[config.mk]
export PLATFORM = sky130hd
export DESIGN_NAME = ssoc_top
export DESIGN_NICKNAME = d
export VERILOG_FILES = /design/src/ssoc_pkg.sv /design/src/ssoc_cc_fsm.sv /design/src/ssoc_drain_timer.sv /design/src/ssoc_top.sv
export SDC_FILE = /design/constraint.sdc
export NUM_CORES = 1
export LEC_CHECK = 0
export ABC_AREA = 1
export BUFFER_PORTS_ARGS = -buffer_cell sky130_fd_sc_hd__buf_2
export CAP_MARGIN = 0
export CORE_MARGIN = 3
export CORE_UTILIZATION = 49
export DETAILED_ROUTE_END_ITERATION = 10
export PLACE_DENSITY = 0.8
export SYNTH_ARGS = -nofsm -noshare
export SYNTH_HDL_FRONTEND = slang
export SYNTH_SLANG_ARGS = --single-unit
[constraint.sdc]
create_clock -name sys_clk -period 2.9 [get_ports sys_clk]
set_clock_uncertainty 0.2 [all_clocks]
set_input_delay 0.29 -clock sys_clk [delete_from_list [all_inputs] [get_ports sys_clk]]
set_output_delay 0.29 -clock sys_clk [all_outputs]
set_load 0.01 [all_outputs]
[src/ssoc_pkg.sv]
// constants and types shared by the sink status output control block
`default_nettype none
package ssoc_pkg;
  // clock rate of sys_clk
  localparam int unsigned CLK_MHZ = 100;
  // per-pin cc level encoding from the cc line comparators
  localparam logic [1:0] CC_OPEN = 2'h0;  // no source pull-up seen
  localparam logic [1:0] CC_DEF  = 2'h1;  // default usb current
  localparam logic [1:0] CC_1A5  = 2'h2;  // medium, 1.5 a
  localparam logic [1:0] CC_3A0  = 2'h3;  // high, 3.0 a
  // contract indicator configuration encodings
  localparam logic [1:0] IND_CFG_NONE    = 2'h0;
  localparam logic [1:0] IND_CFG_NA      = 2'h1;
  localparam logic [1:0] IND_CFG_PROFILE = 2'h2;
  localparam logic [1:0] IND_CFG_CURRENT = 2'h3;
  // multi-function pin configuration encodings
  localparam logic [1:0] MF_CFG_SOFTWARE = 2'h0;
  localparam logic [1:0] MF_CFG_FAULT    = 2'h1;
  localparam logic [1:0] MF_CFG_DEBUG    = 2'h2;
  localparam logic [1:0] MF_CFG_CURRENT  = 2'h3;
  // profile numbers as reported by the policy engine
  localparam logic [1:0] PROF_NONE = 2'h0;
  localparam logic [1:0] PROF_1    = 2'h1;
  localparam logic [1:0] PROF_2    = 2'h2;
  localparam logic [1:0] PROF_3    = 2'h3;
  // reset values latched for the configuration until the first load
  localparam logic [1:0] IND_CFG_RESET = IND_CFG_PROFILE;
  localparam logic [1:0] MF_CFG_RESET  = MF_CFG_FAULT;
  localparam logic       HV_ONLY_RESET = 1'b0;
  localparam logic [3:0] DRAIN_RESET   = 4'h0;
  // software pin control register
  localparam logic [7:0] SW_PIN_ADDR  = 8'h2d;
  localparam int unsigned SW_PIN_BIT  = 0;
  localparam logic       SW_PIN_RESET = 1'b0;
  // timing: cc debounce and drain time unit
  localparam int unsigned CC_DEBOUNCE_MS = 100;
  localparam int unsigned DEBOUNCE_CYC   = CC_DEBOUNCE_MS * 1000 * CLK_MHZ;
  localparam int unsigned DRAIN_UNIT_MS  = 10;
  localparam int unsigned MS_CYC         = 1000 * CLK_MHZ;
  // type-c sink state machine states
  typedef enum logic [1:0] {
    SSOC_UNATTACHED,
    SSOC_ATTACH_WAIT,
    SSOC_ATTACHED_SRC,
    SSOC_ATTACHED_DBG
  } ssoc_cc_state_e;
endpackage
`default_nettype wire

[src/ssoc_cc_fsm.sv]
// sink-role type-c state machine with debug accessory support
`default_nettype none
module ssoc_cc_fsm
  import ssoc_pkg::*;
#(
  parameter int unsigned DEB_CYC = DEBOUNCE_CYC
) (
  // clock and reset
  input  wire logic       sys_clk,
  input  wire logic       resetn,
  // synchronised cc levels and bus sense
  input  wire logic [1:0] cc1_lvl,
  input  wire logic [1:0] cc2_lvl,
  input  wire logic       vbus_ok,
  // attach results
  output logic            src_att_ff,
  output logic            dbg_att_ff,
  output logic            flip_ff,
  output logic [1:0]      cur_ff
);
  localparam int CW = $clog2(DEB_CYC + 1);
  localparam logic [CW-1:0] DEB_LAST = CW'(DEB_CYC - 1);

  // refuse a debounce window the counter cannot time
  if (DEB_CYC < 2) begin : g_bad_deb
    $error("debounce count too small");
  end

  ssoc_cc_state_e state_ff;           // current state
  logic [CW-1:0]  cnt_ff;             // debounce counter
  logic [1:0]     snap1_ff, snap2_ff; // levels being debounced
  logic           rp1, rp2;           // source pull-up seen per pin

  assign rp1 = (cc1_lvl != CC_OPEN);
  assign rp2 = (cc2_lvl != CC_OPEN);

  // state transitions, debounced on stable cc levels
  always_ff @(posedge sys_clk) begin
    if (!resetn) begin
      state_ff <= SSOC_UNATTACHED;
      cnt_ff   <= '0;
      snap1_ff <= CC_OPEN;
      snap2_ff <= CC_OPEN;
      flip_ff  <= 1'b0;
    end else begin
      case (state_ff)
        SSOC_UNATTACHED: begin
          cnt_ff   <= '0;
          snap1_ff <= cc1_lvl;
          snap2_ff <= cc2_lvl;
          if (rp1 || rp2) state_ff <= SSOC_ATTACH_WAIT;
        end
        SSOC_ATTACH_WAIT: begin
          if (!rp1 && !rp2) begin
            state_ff <= SSOC_UNATTACHED;
          end else if (cc1_lvl != snap1_ff || cc2_lvl != snap2_ff) begin
            // level moved: restart the debounce window
            snap1_ff <= cc1_lvl;
            snap2_ff <= cc2_lvl;
            cnt_ff   <= '0;
          end else if (cnt_ff != DEB_LAST) begin
            cnt_ff <= cnt_ff + 1'b1;
          end else if (rp1 && rp2) begin
            // pull-ups on both pins mean a debug accessory
            state_ff <= SSOC_ATTACHED_DBG;
          end else if (vbus_ok) begin
            state_ff <= SSOC_ATTACHED_SRC;
            flip_ff  <= rp2;
          end
        end
        SSOC_ATTACHED_SRC: begin
          // bus lost or active pin opened: detach
          if (!vbus_ok || (flip_ff ? !rp2 : !rp1)) state_ff <= SSOC_UNATTACHED;
        end
        SSOC_ATTACHED_DBG: begin
          if (!rp1 && !rp2) state_ff <= SSOC_UNATTACHED;
        end
        default: state_ff <= SSOC_UNATTACHED;
      endcase
    end
  end

  // registered attach flags and advertised current
  always_ff @(posedge sys_clk) begin
    if (!resetn) begin
      src_att_ff <= 1'b0;
      dbg_att_ff <= 1'b0;
      cur_ff     <= CC_OPEN;
    end else begin
      src_att_ff <= (state_ff == SSOC_ATTACHED_SRC);
      dbg_att_ff <= (state_ff == SSOC_ATTACHED_DBG);
      cur_ff     <= (state_ff == SSOC_ATTACHED_SRC) ? (flip_ff ? cc2_lvl : cc1_lvl) : CC_OPEN;
    end
  end
endmodule
`default_nettype wire

[src/ssoc_drain_timer.sv]
// bus drain timer: holds the drain active for the configured time
`default_nettype none
module ssoc_drain_timer
  import ssoc_pkg::*;
#(
  parameter int unsigned MS_CYCLES = MS_CYC,
  parameter int unsigned UNIT_MS   = DRAIN_UNIT_MS
) (
  // clock and reset
  input  wire logic       sys_clk,
  input  wire logic       resetn,
  // start pulse and duration in units
  input  wire logic       trigger,
  input  wire logic [3:0] dur,
  // drain active level
  output logic            active_ff
);
  localparam int DW = $clog2(MS_CYCLES + 1);
  localparam int RW = $clog2(15 * UNIT_MS + 1);

  // refuse a divider or unit the counters cannot serve
  if (MS_CYCLES < 2 || UNIT_MS < 1) begin : g_bad_drain
    $error("drain timer parameters out of range");
  end

  logic [DW-1:0] div_ff;   // millisecond divider
  logic [RW-1:0] left_ff;  // milliseconds remaining
  logic          ms_tick;  // one-cycle enable every millisecond

  assign ms_tick = (div_ff == DW'(MS_CYCLES - 1));

  // divider runs only while draining; a retrigger restarts the time
  always_ff @(posedge sys_clk) begin
    if (!resetn || trigger || !active_ff || ms_tick) div_ff <= '0;
    else div_ff <= div_ff + 1'b1;
  end

  // remaining time; zero duration means no drain at all
  always_ff @(posedge sys_clk) begin
    if (!resetn) begin
      left_ff   <= '0;
      active_ff <= 1'b0;
    end else if (trigger) begin
      left_ff   <= RW'(dur * UNIT_MS);
      active_ff <= (dur != 4'h0);
    end else if (active_ff && ms_tick) begin
      left_ff <= left_ff - 1'b1;
      if (left_ff == RW'(1)) active_ff <= 1'b0;
    end
  end
endmodule
`default_nettype wire

[src/ssoc_top.sv]
// sink status output control: open-drain status pins from attach and contract state
`default_nettype none
module ssoc_top
  import ssoc_pkg::*;
#(
  parameter int unsigned DEB_CYC   = DEBOUNCE_CYC,
  parameter int unsigned MS_CYCLES = MS_CYC
) (
  // clock and reset
  input  wire logic       sys_clk,
  input  wire logic       resetn,
  // cc comparator levels and bus sense, asynchronous
  input  wire logic [1:0] cc1_level,
  input  wire logic [1:0] cc2_level,
  input  wire logic       vbus_valid,
  // policy engine events, same clock
  input  wire logic       pe_ps_ready,
  input  wire logic [1:0] pe_contract_profile,
  input  wire logic       pe_request_sent,
  input  wire logic [1:0] pe_request_profile,
  input  wire logic       pe_lower_voltage,
  input  wire logic       pe_hard_reset,
  input  wire logic       error_recovery,
  input  wire logic       hw_fault,
  // non-volatile configuration fields
  input  wire logic [1:0] nvm_contract_ind_config,
  input  wire logic [1:0] nvm_gpio_config,
  input  wire logic       nvm_high_voltage_only_power,
  input  wire logic [3:0] nvm_drain_time,
  // register port
  input  wire logic [7:0] reg_addr,
  input  wire logic [7:0] reg_wdata,
  input  wire logic       reg_wr,
  input  wire logic       reg_rd,
  output logic [7:0]      reg_rdata,
  // open-drain pull-low enables, high means pin driven low
  output logic            contract_ind_mid_oe,
  output logic            contract_ind_high_oe,
  output logic            software_driven_pin_oe,
  output logic            power_path_enable_n_oe,
  output logic            orientation_oe,
  output logic            attach_oe,
  output logic            external_drain_out_oe,
  output logic            bus_sense_and_drain_oe
);
  localparam int NSYNC = 5;

  // synchroniser stages for the pin inputs
  logic [NSYNC-1:0] meta_ff;        // first stage, read only by second
  logic [NSYNC-1:0] sync_ff;        // second stage, safe to use
  logic [NSYNC-1:0] pin_raw;        // raw pin bundle

  // latched configuration
  logic             cfg_loaded_ff;  // configuration taken
  logic [1:0]       ind_cfg_ff;     // contract indicator mode
  logic [1:0]       mf_cfg_ff;      // multi-function pin mode
  logic             hv_only_ff;     // power path only above 5 v
  logic [3:0]       drain_time_ff;  // drain duration in units

  // attach state from the cc state machine
  logic             src_att;        // source attached
  logic             dbg_att;        // debug accessory attached
  logic             flip;           // second cc pin active
  logic [1:0]       cur_lvl;        // advertised current
  logic             src_att_d_ff;   // previous source attach
  logic             new_attach;     // attach rising edge
  logic             detach;         // attach falling edge

  // contract tracking
  logic [1:0]       ind_prof_ff;    // profile shown on indicators
  logic [1:0]       contract_ff;    // explicit contract in force
  logic             sw_pin_ff;      // software pin register bit
  logic             drain_trig;     // drain start pulse
  logic             drain_active;   // drain timer running

  // registered pin enables
  logic             mid_ff, high_ff, mf_ff, path_ff, orient_ff, attach_ff, drain_ff;
  logic [7:0]       rdata_ff;
  logic             nxt_mid, nxt_high, nxt_mf, nxt_path;

  assign pin_raw = {vbus_valid, cc2_level, cc1_level};

  // two-flop synchronisers, one per pin bit
  genvar gi;
  generate
    for (gi = 0; gi < NSYNC; gi++) begin : g_sync
      always_ff @(posedge sys_clk) begin
        if (!resetn) begin
          meta_ff[gi] <= 1'b0;
          sync_ff[gi] <= 1'b0;
        end else begin
          meta_ff[gi] <= pin_raw[gi];
          sync_ff[gi] <= meta_ff[gi];
        end
      end
    end
  endgenerate

  // configuration load once
  // taken on the first edge after reset release so straps never
  // reach a flop through the reset path; held until next reset
  always_ff @(posedge sys_clk) begin
    if (!resetn) begin
      cfg_loaded_ff <= 1'b0;
      ind_cfg_ff    <= IND_CFG_RESET;
      mf_cfg_ff     <= MF_CFG_RESET;
      hv_only_ff    <= HV_ONLY_RESET;
      drain_time_ff <= DRAIN_RESET;
    end else if (!cfg_loaded_ff) begin
      cfg_loaded_ff <= 1'b1;
      ind_cfg_ff    <= nvm_contract_ind_config;
      mf_cfg_ff     <= nvm_gpio_config;
      hv_only_ff    <= nvm_high_voltage_only_power;
      drain_time_ff <= nvm_drain_time;
    end
  end

  ssoc_cc_fsm #(
    .DEB_CYC    (DEB_CYC)
  ) u_cc_fsm (
    .sys_clk    (sys_clk),
    .resetn     (resetn),
    .cc1_lvl    (sync_ff[1:0]),
    .cc2_lvl    (sync_ff[3:2]),
    .vbus_ok    (sync_ff[4]),
    .src_att_ff (src_att),
    .dbg_att_ff (dbg_att),
    .flip_ff    (flip),
    .cur_ff     (cur_lvl)
  );

  // edge detect of the source attach flag
  always_ff @(posedge sys_clk) begin
    if (!resetn) src_att_d_ff <= 1'b0;
    else src_att_d_ff <= src_att;
  end

  assign new_attach = src_att && !src_att_d_ff;
  assign detach     = !src_att && src_att_d_ff;

  // indicator profile: what the contract pins report
  always_ff @(posedge sys_clk) begin
    if (!resetn) begin
      ind_prof_ff <= PROF_NONE;
    end else if (new_attach) begin
      ind_prof_ff <= PROF_NONE;
    end else if (pe_ps_ready) begin
      ind_prof_ff <= pe_contract_profile;
    end else if (pe_request_sent && pe_request_profile != ind_prof_ff) begin
      ind_prof_ff <= PROF_NONE;
    end
    // detach keeps indicators: no branch clears them here
  end

  // explicit contract in force, used by the power path
  // unlike the indicators this drops on detach, otherwise the path
  // could come back on a stale contract at the next attach
  always_ff @(posedge sys_clk) begin
    if (!resetn) begin
      contract_ff <= PROF_NONE;
    end else if (!src_att || pe_hard_reset || error_recovery) begin
      contract_ff <= PROF_NONE;
    end else if (pe_ps_ready) begin
      contract_ff <= pe_contract_profile;
    end else if (pe_request_sent) begin
      // contract is in renegotiation until the next supply ready
      contract_ff <= PROF_NONE;
    end
  end

  // software pin register, reads back bit zero; upper bits read zero
  always_ff @(posedge sys_clk) begin
    if (!resetn) begin
      sw_pin_ff <= SW_PIN_RESET;
      rdata_ff  <= 8'h00;
    end else begin
      if (reg_wr && reg_addr == SW_PIN_ADDR) sw_pin_ff <= reg_wdata[SW_PIN_BIT];
      // unmapped addresses read as zero
      if (reg_rd && reg_addr == SW_PIN_ADDR) rdata_ff <= {7'h00, sw_pin_ff};
      else if (reg_rd) rdata_ff <= 8'h00;
    end
  end

  // drain triggers
  // any of the four events restarts the drain timer
  assign drain_trig = detach || pe_lower_voltage || pe_hard_reset || error_recovery;

  ssoc_drain_timer #(
    .MS_CYCLES (MS_CYCLES),
    .UNIT_MS   (DRAIN_UNIT_MS)
  ) u_drain (
    .sys_clk   (sys_clk),
    .resetn    (resetn),
    .trigger   (drain_trig),
    .dur       (drain_time_ff),
    .active_ff (drain_active)
  );

  // contract indicator selection
  always_comb begin
    nxt_mid  = 1'b0;
    nxt_high = 1'b0;
    case (ind_cfg_ff)
      IND_CFG_PROFILE: begin
        nxt_mid  = (ind_prof_ff == PROF_2);
        nxt_high = (ind_prof_ff == PROF_3);
      end
      IND_CFG_CURRENT: begin
        nxt_mid  = src_att && (cur_lvl == CC_3A0);
        nxt_high = src_att && (cur_lvl == CC_1A5);
      end
      default: begin
        nxt_mid  = 1'b0;
        nxt_high = 1'b0;
      end
    endcase
  end

  // power path selection
  always_comb begin
    if (hv_only_ff) begin
      nxt_path = src_att && (contract_ff == PROF_2 || contract_ff == PROF_3);
    end else begin
      // path follows attach, off at detach
      nxt_path = src_att;
    end
  end

  // multi-function pin selection
  always_comb begin
    case (mf_cfg_ff)
      MF_CFG_SOFTWARE: nxt_mf = sw_pin_ff;
      MF_CFG_FAULT:    nxt_mf = hw_fault;
      MF_CFG_DEBUG:    nxt_mf = dbg_att;
      // current mode: only 3.0 a pulls low
      MF_CFG_CURRENT:  nxt_mf = src_att && (cur_lvl == CC_3A0);
      default:         nxt_mf = 1'b0;
    endcase
  end

  // registered pin enables
  // every enable is released while reset is held, and the outputs
  // stay quiet until the configuration has been taken
  always_ff @(posedge sys_clk) begin
    if (!resetn || !cfg_loaded_ff) begin
      mid_ff    <= 1'b0;
      high_ff   <= 1'b0;
      mf_ff     <= 1'b0;
      path_ff   <= 1'b0;
      orient_ff <= 1'b0;
      attach_ff <= 1'b0;
      drain_ff  <= 1'b0;
    end else begin
      mid_ff    <= nxt_mid;
      high_ff   <= nxt_high;
      mf_ff     <= nxt_mf;
      path_ff   <= nxt_path;
      orient_ff <= src_att && flip;
      attach_ff <= src_att || dbg_att;
      drain_ff  <= drain_active;
    end
  end

  // outputs straight from the flops
  assign contract_ind_mid_oe    = mid_ff;
  assign contract_ind_high_oe   = high_ff;
  assign software_driven_pin_oe = mf_ff;
  assign power_path_enable_n_oe = path_ff;
  assign orientation_oe         = orient_ff;
  assign attach_oe              = attach_ff;
  // internal and external drain paths switch together
  assign external_drain_out_oe  = drain_ff;
  assign bus_sense_and_drain_oe = drain_ff;
  assign reg_rdata              = rdata_ff;
endmodule
`default_nettype wire

==> flow_metrics.tcl <==
set metrics [dict create \
    outcome "complete, no violations" \
    synth_top_area_share_pct 36.35 \
    criticalPathCategory "in -> reg" \
    fillers 934 \
    io_pins 60 \
    setup-tns-final_ns 0 \
    crit_required_ns 3.00 \
    port_buffers 45 \
    max_freq_mhz 417.5 \
    path_buf_inv 5 \
    drc 0 \
    syn_to_final_growth_pct 14.96 \
    grt_overflow 0 \
    synth-main-ff-cell "dfxtp_1" \
    synth-edff-count 0 \
    synth_largest_area_cell "dfxtp_1" \
    clkLatencyLatePin_ns 0.37 \
    max_slew_margin_pct 59.98 \
    slowest_stage "dlygate4sd3_1" \
    rows 36 \
    ys_ff_latch 94 \
    cp_max_fo 13 \
    gp_congestion 0.9582 \
    vias_per_cell 4.954 \
    syn-cell-area_sq_um 5177 \
    grt_util_all_layers_pct 22.28 \
    cts_resized 0 \
    initial_utilization_pct 51.78 \
    first_global_vias 4655 \
    die_h_um 108.8 \
    critPathTopFamily "buffers and inverters" \
    antenna_left 0 \
    min_path_type "in -> reg" \
    finalMaxSlewViolations 0 \
    critPathLaunchType "primary input" \
    clock-sinks 94 \
    grt_pass1_wl_um 21210 \
    cpPeakStageDelay_ns 0.53 \
    seqCellArea_sq_um 1882 \
    dr.pass1.iters 5 \
    path_clk_slew_ns 0.09 \
    power_density_nw_per_um2 467.0 \
    die_w_um 108.8 \
    hold_slack_ns 0.06436 \
    wl_per_cell_um 12.04 \
    cts_tree "yes" \
    grt_max_degree 41 \
    drt_iter0_drc 372 \
    drive_above_1_share_pct 11.78 \
    min_period_ns 2.395 \
    dp_hpwl_um 8202 \
    placed_area_sq_um 5485 \
    crit_arrival_ns 2.50 \
    num_vias 4989 \
    layout.nets 925 \
    diodes 0 \
    tightest_slew_ns 0.5957 \
    cts-buffers-inserted 9 \
    cts_buffer_depth 2 \
    multi_input_area_sq_um 2716 \
    ir_worst_vdd_uv 431.5 \
    syn_area_per_cell_sq_um 6.472 \
    cts_root_buf "clkbuf_8" \
    antenna_found_initial 0 \
    hold_viol_final 0 \
    grt_setup_unrepaired "false" \
    syn_inst 800 \
    ys_top_cells_by_area "dfxtp_1 36%, nand2_1 15%, nor2_1 8.6%" \
    setup_viol 0 \
    async_flop_share_pct 0 \
    fin_area_sq_um 5952 \
    finalCritPeriodShare_pct 82.60 \
    path_cells "dlygate4sd3_1 > buf_2 > nor2_1 > nand3b_1 > buf_4 > inv_2 > nand2_1 > nor2_1 > nand2_1 > inv_1 > o21ai_0 > a21oi_1" \
    critPathCaptureType "flop" \
    maxCapViolCount 0 \
    ys_types 39 \
    die-area_sq_um 11840 \
    power_leakage_uw 0.002595 \
    yosysSeqAreaShare_pct 36.35 \
    core_area_sq_um 10000 \
    cts.htree.levels 3 \
    yosys_warnings 0 \
    wl_um 12120 \
]
cell usage in the layout, fill, tap and decap left out, types with 2 or more instances in the layout:
cell           count
nand2_2            4
buf_2             45
nor2_1           118
xor2_1             7
o21ai_1            2
xnor2_1            3
dfxtp_1           94
a21oi_1           38
nand2_1          202
ha_1              10
nor3_1            25
nand3b_1           7
inv_2             13
nor4_1             3
nor2_4             4
o21ai_0           33
inv_1            107
a211oi_1           3
nand4_1           22
buf_4              5
nand2_4            2
nor3_2             3
nor2_2             6
conb_1             7
nand3_1           54
a21oi_2            4
dlygate4sd3_1     26
clkbuf_8          11
clkinv_1           2
cell families (layout without fill, tap and decap cells):
group / after synthesis / count (layout) / share of synthesized area, %
compound gates: 85 / 85 / 8.893
xor+xnor: 10 / 10 / 1.692
buf+inv: 145 / 213 / 11.62
fa+ha+maj: 11 / 11 / 2.803
simple gates: 454 / 454 / 38.57
flops: 94 / 94 / 36.35
other cells: 1 / 7 / 0.07243
metal layers:
| layer | track usage, % | wire (um) | vias up |
|---|---|---|---|
| li1 | - | - | 2657 |
| met1 | 28.16 | 5477 | 2203 |
| met2 | 37.95 | 5872 | 111 |
| met3 | 5.033 | 584 | 18 |
| met4 | 6.673 | 185 | 0 |
| met5 | 0 | 0 | - |
Yosys cell counts, drive strengths merged, types with 2 or more instances:
cell and number:
dfxtp 94, nor3 28, o21ai 35, buf 15, clkinv 2, xnor2 3
nor2 128, clkbuf 8, inv 120, nor4 3, a211oi 3, ha 10
xor2 7, nand4 22, nand3b 8, a21oi 42, nand3 54, nand2 208
flip-flops by register name, summed over array words and instances, names as in the netlist, 2 cells and up:
name / count
u_cc_fsm.snap1_ff: 2
drain_time_ff: 4
meta_ff: 5
u_cc_fsm.cnt_ff: 24
sync_ff: 5
ind_cfg_ff: 2
ind_prof_ff: 2
u_cc_fsm.snap2_ff: 2
u_drain.div_ff: 17
u_cc_fsm.cur_ff: 2
mf_cfg_ff: 2
u_drain.left_ff: 8
u_cc_fsm.state_ff: 2
layout make-up:
| class | instances | area share (%) |
|---|---|---|
| clock buffer | 11 | 2.544 |
| clock inverter | 4 | 0.9250 |
| inverter | 122 | 7.694 |
| multi-input combinational | 567 | 45.64 |
| sequential | 94 | 31.62 |
| tap | 133 | 2.796 |
| timing repair buffer | 76 | 8.787 |
tightest hold or removal path: stages:
cell and delay (ns):
buf_2 0.10, a21oi_1 0.08, nand2_1 0.06, a21oi_1 0.05
timing repair:
action / in CTS / in global routing
hold buffers: 26 / 0
buffers inserted: 0 / 0
endpoints found under the hold margin: 20 / 0
power by group:
part	internal (uW)	total [uW]	switching [uW]
Clock	446	909	463
Sequential	1340	1380	42.3
Combinational	177	487	310
per-stage QoR:
stage / util [%] / total power (uW) / setup slack [ns] / cells
2_1_floorplan: - / 1766 / 1.094 / 806
3_3_place_gp: 54.85 / 1862 / 0.7223 / 966
3_5_place_dp: 54.85 / 1869 / 0.7170 / 966
4_1_cts: 59.52 / 2808 / 0.6359 / 1007
5_1_grt: 59.52 / 2943 / 0.3005 / 1007
6_report: 59.52 / 2779 / 0.5047 / 1007
worst paths after layout:
kind,cells after the start,to,start,slack (ns)
max,12,u_drain.div_ff[7],error_recovery,0.50
min,4,ind_prof_ff[0],pe_request_sent,0.06
max reg2reg,11,u_drain.div_ff[7],u_cc_fsm.src_att_ff,0.72
min reg2reg,2,sync_ff[4],meta_ff[4],0.22
Note: power is estimated with default switching activity, not from simulation.
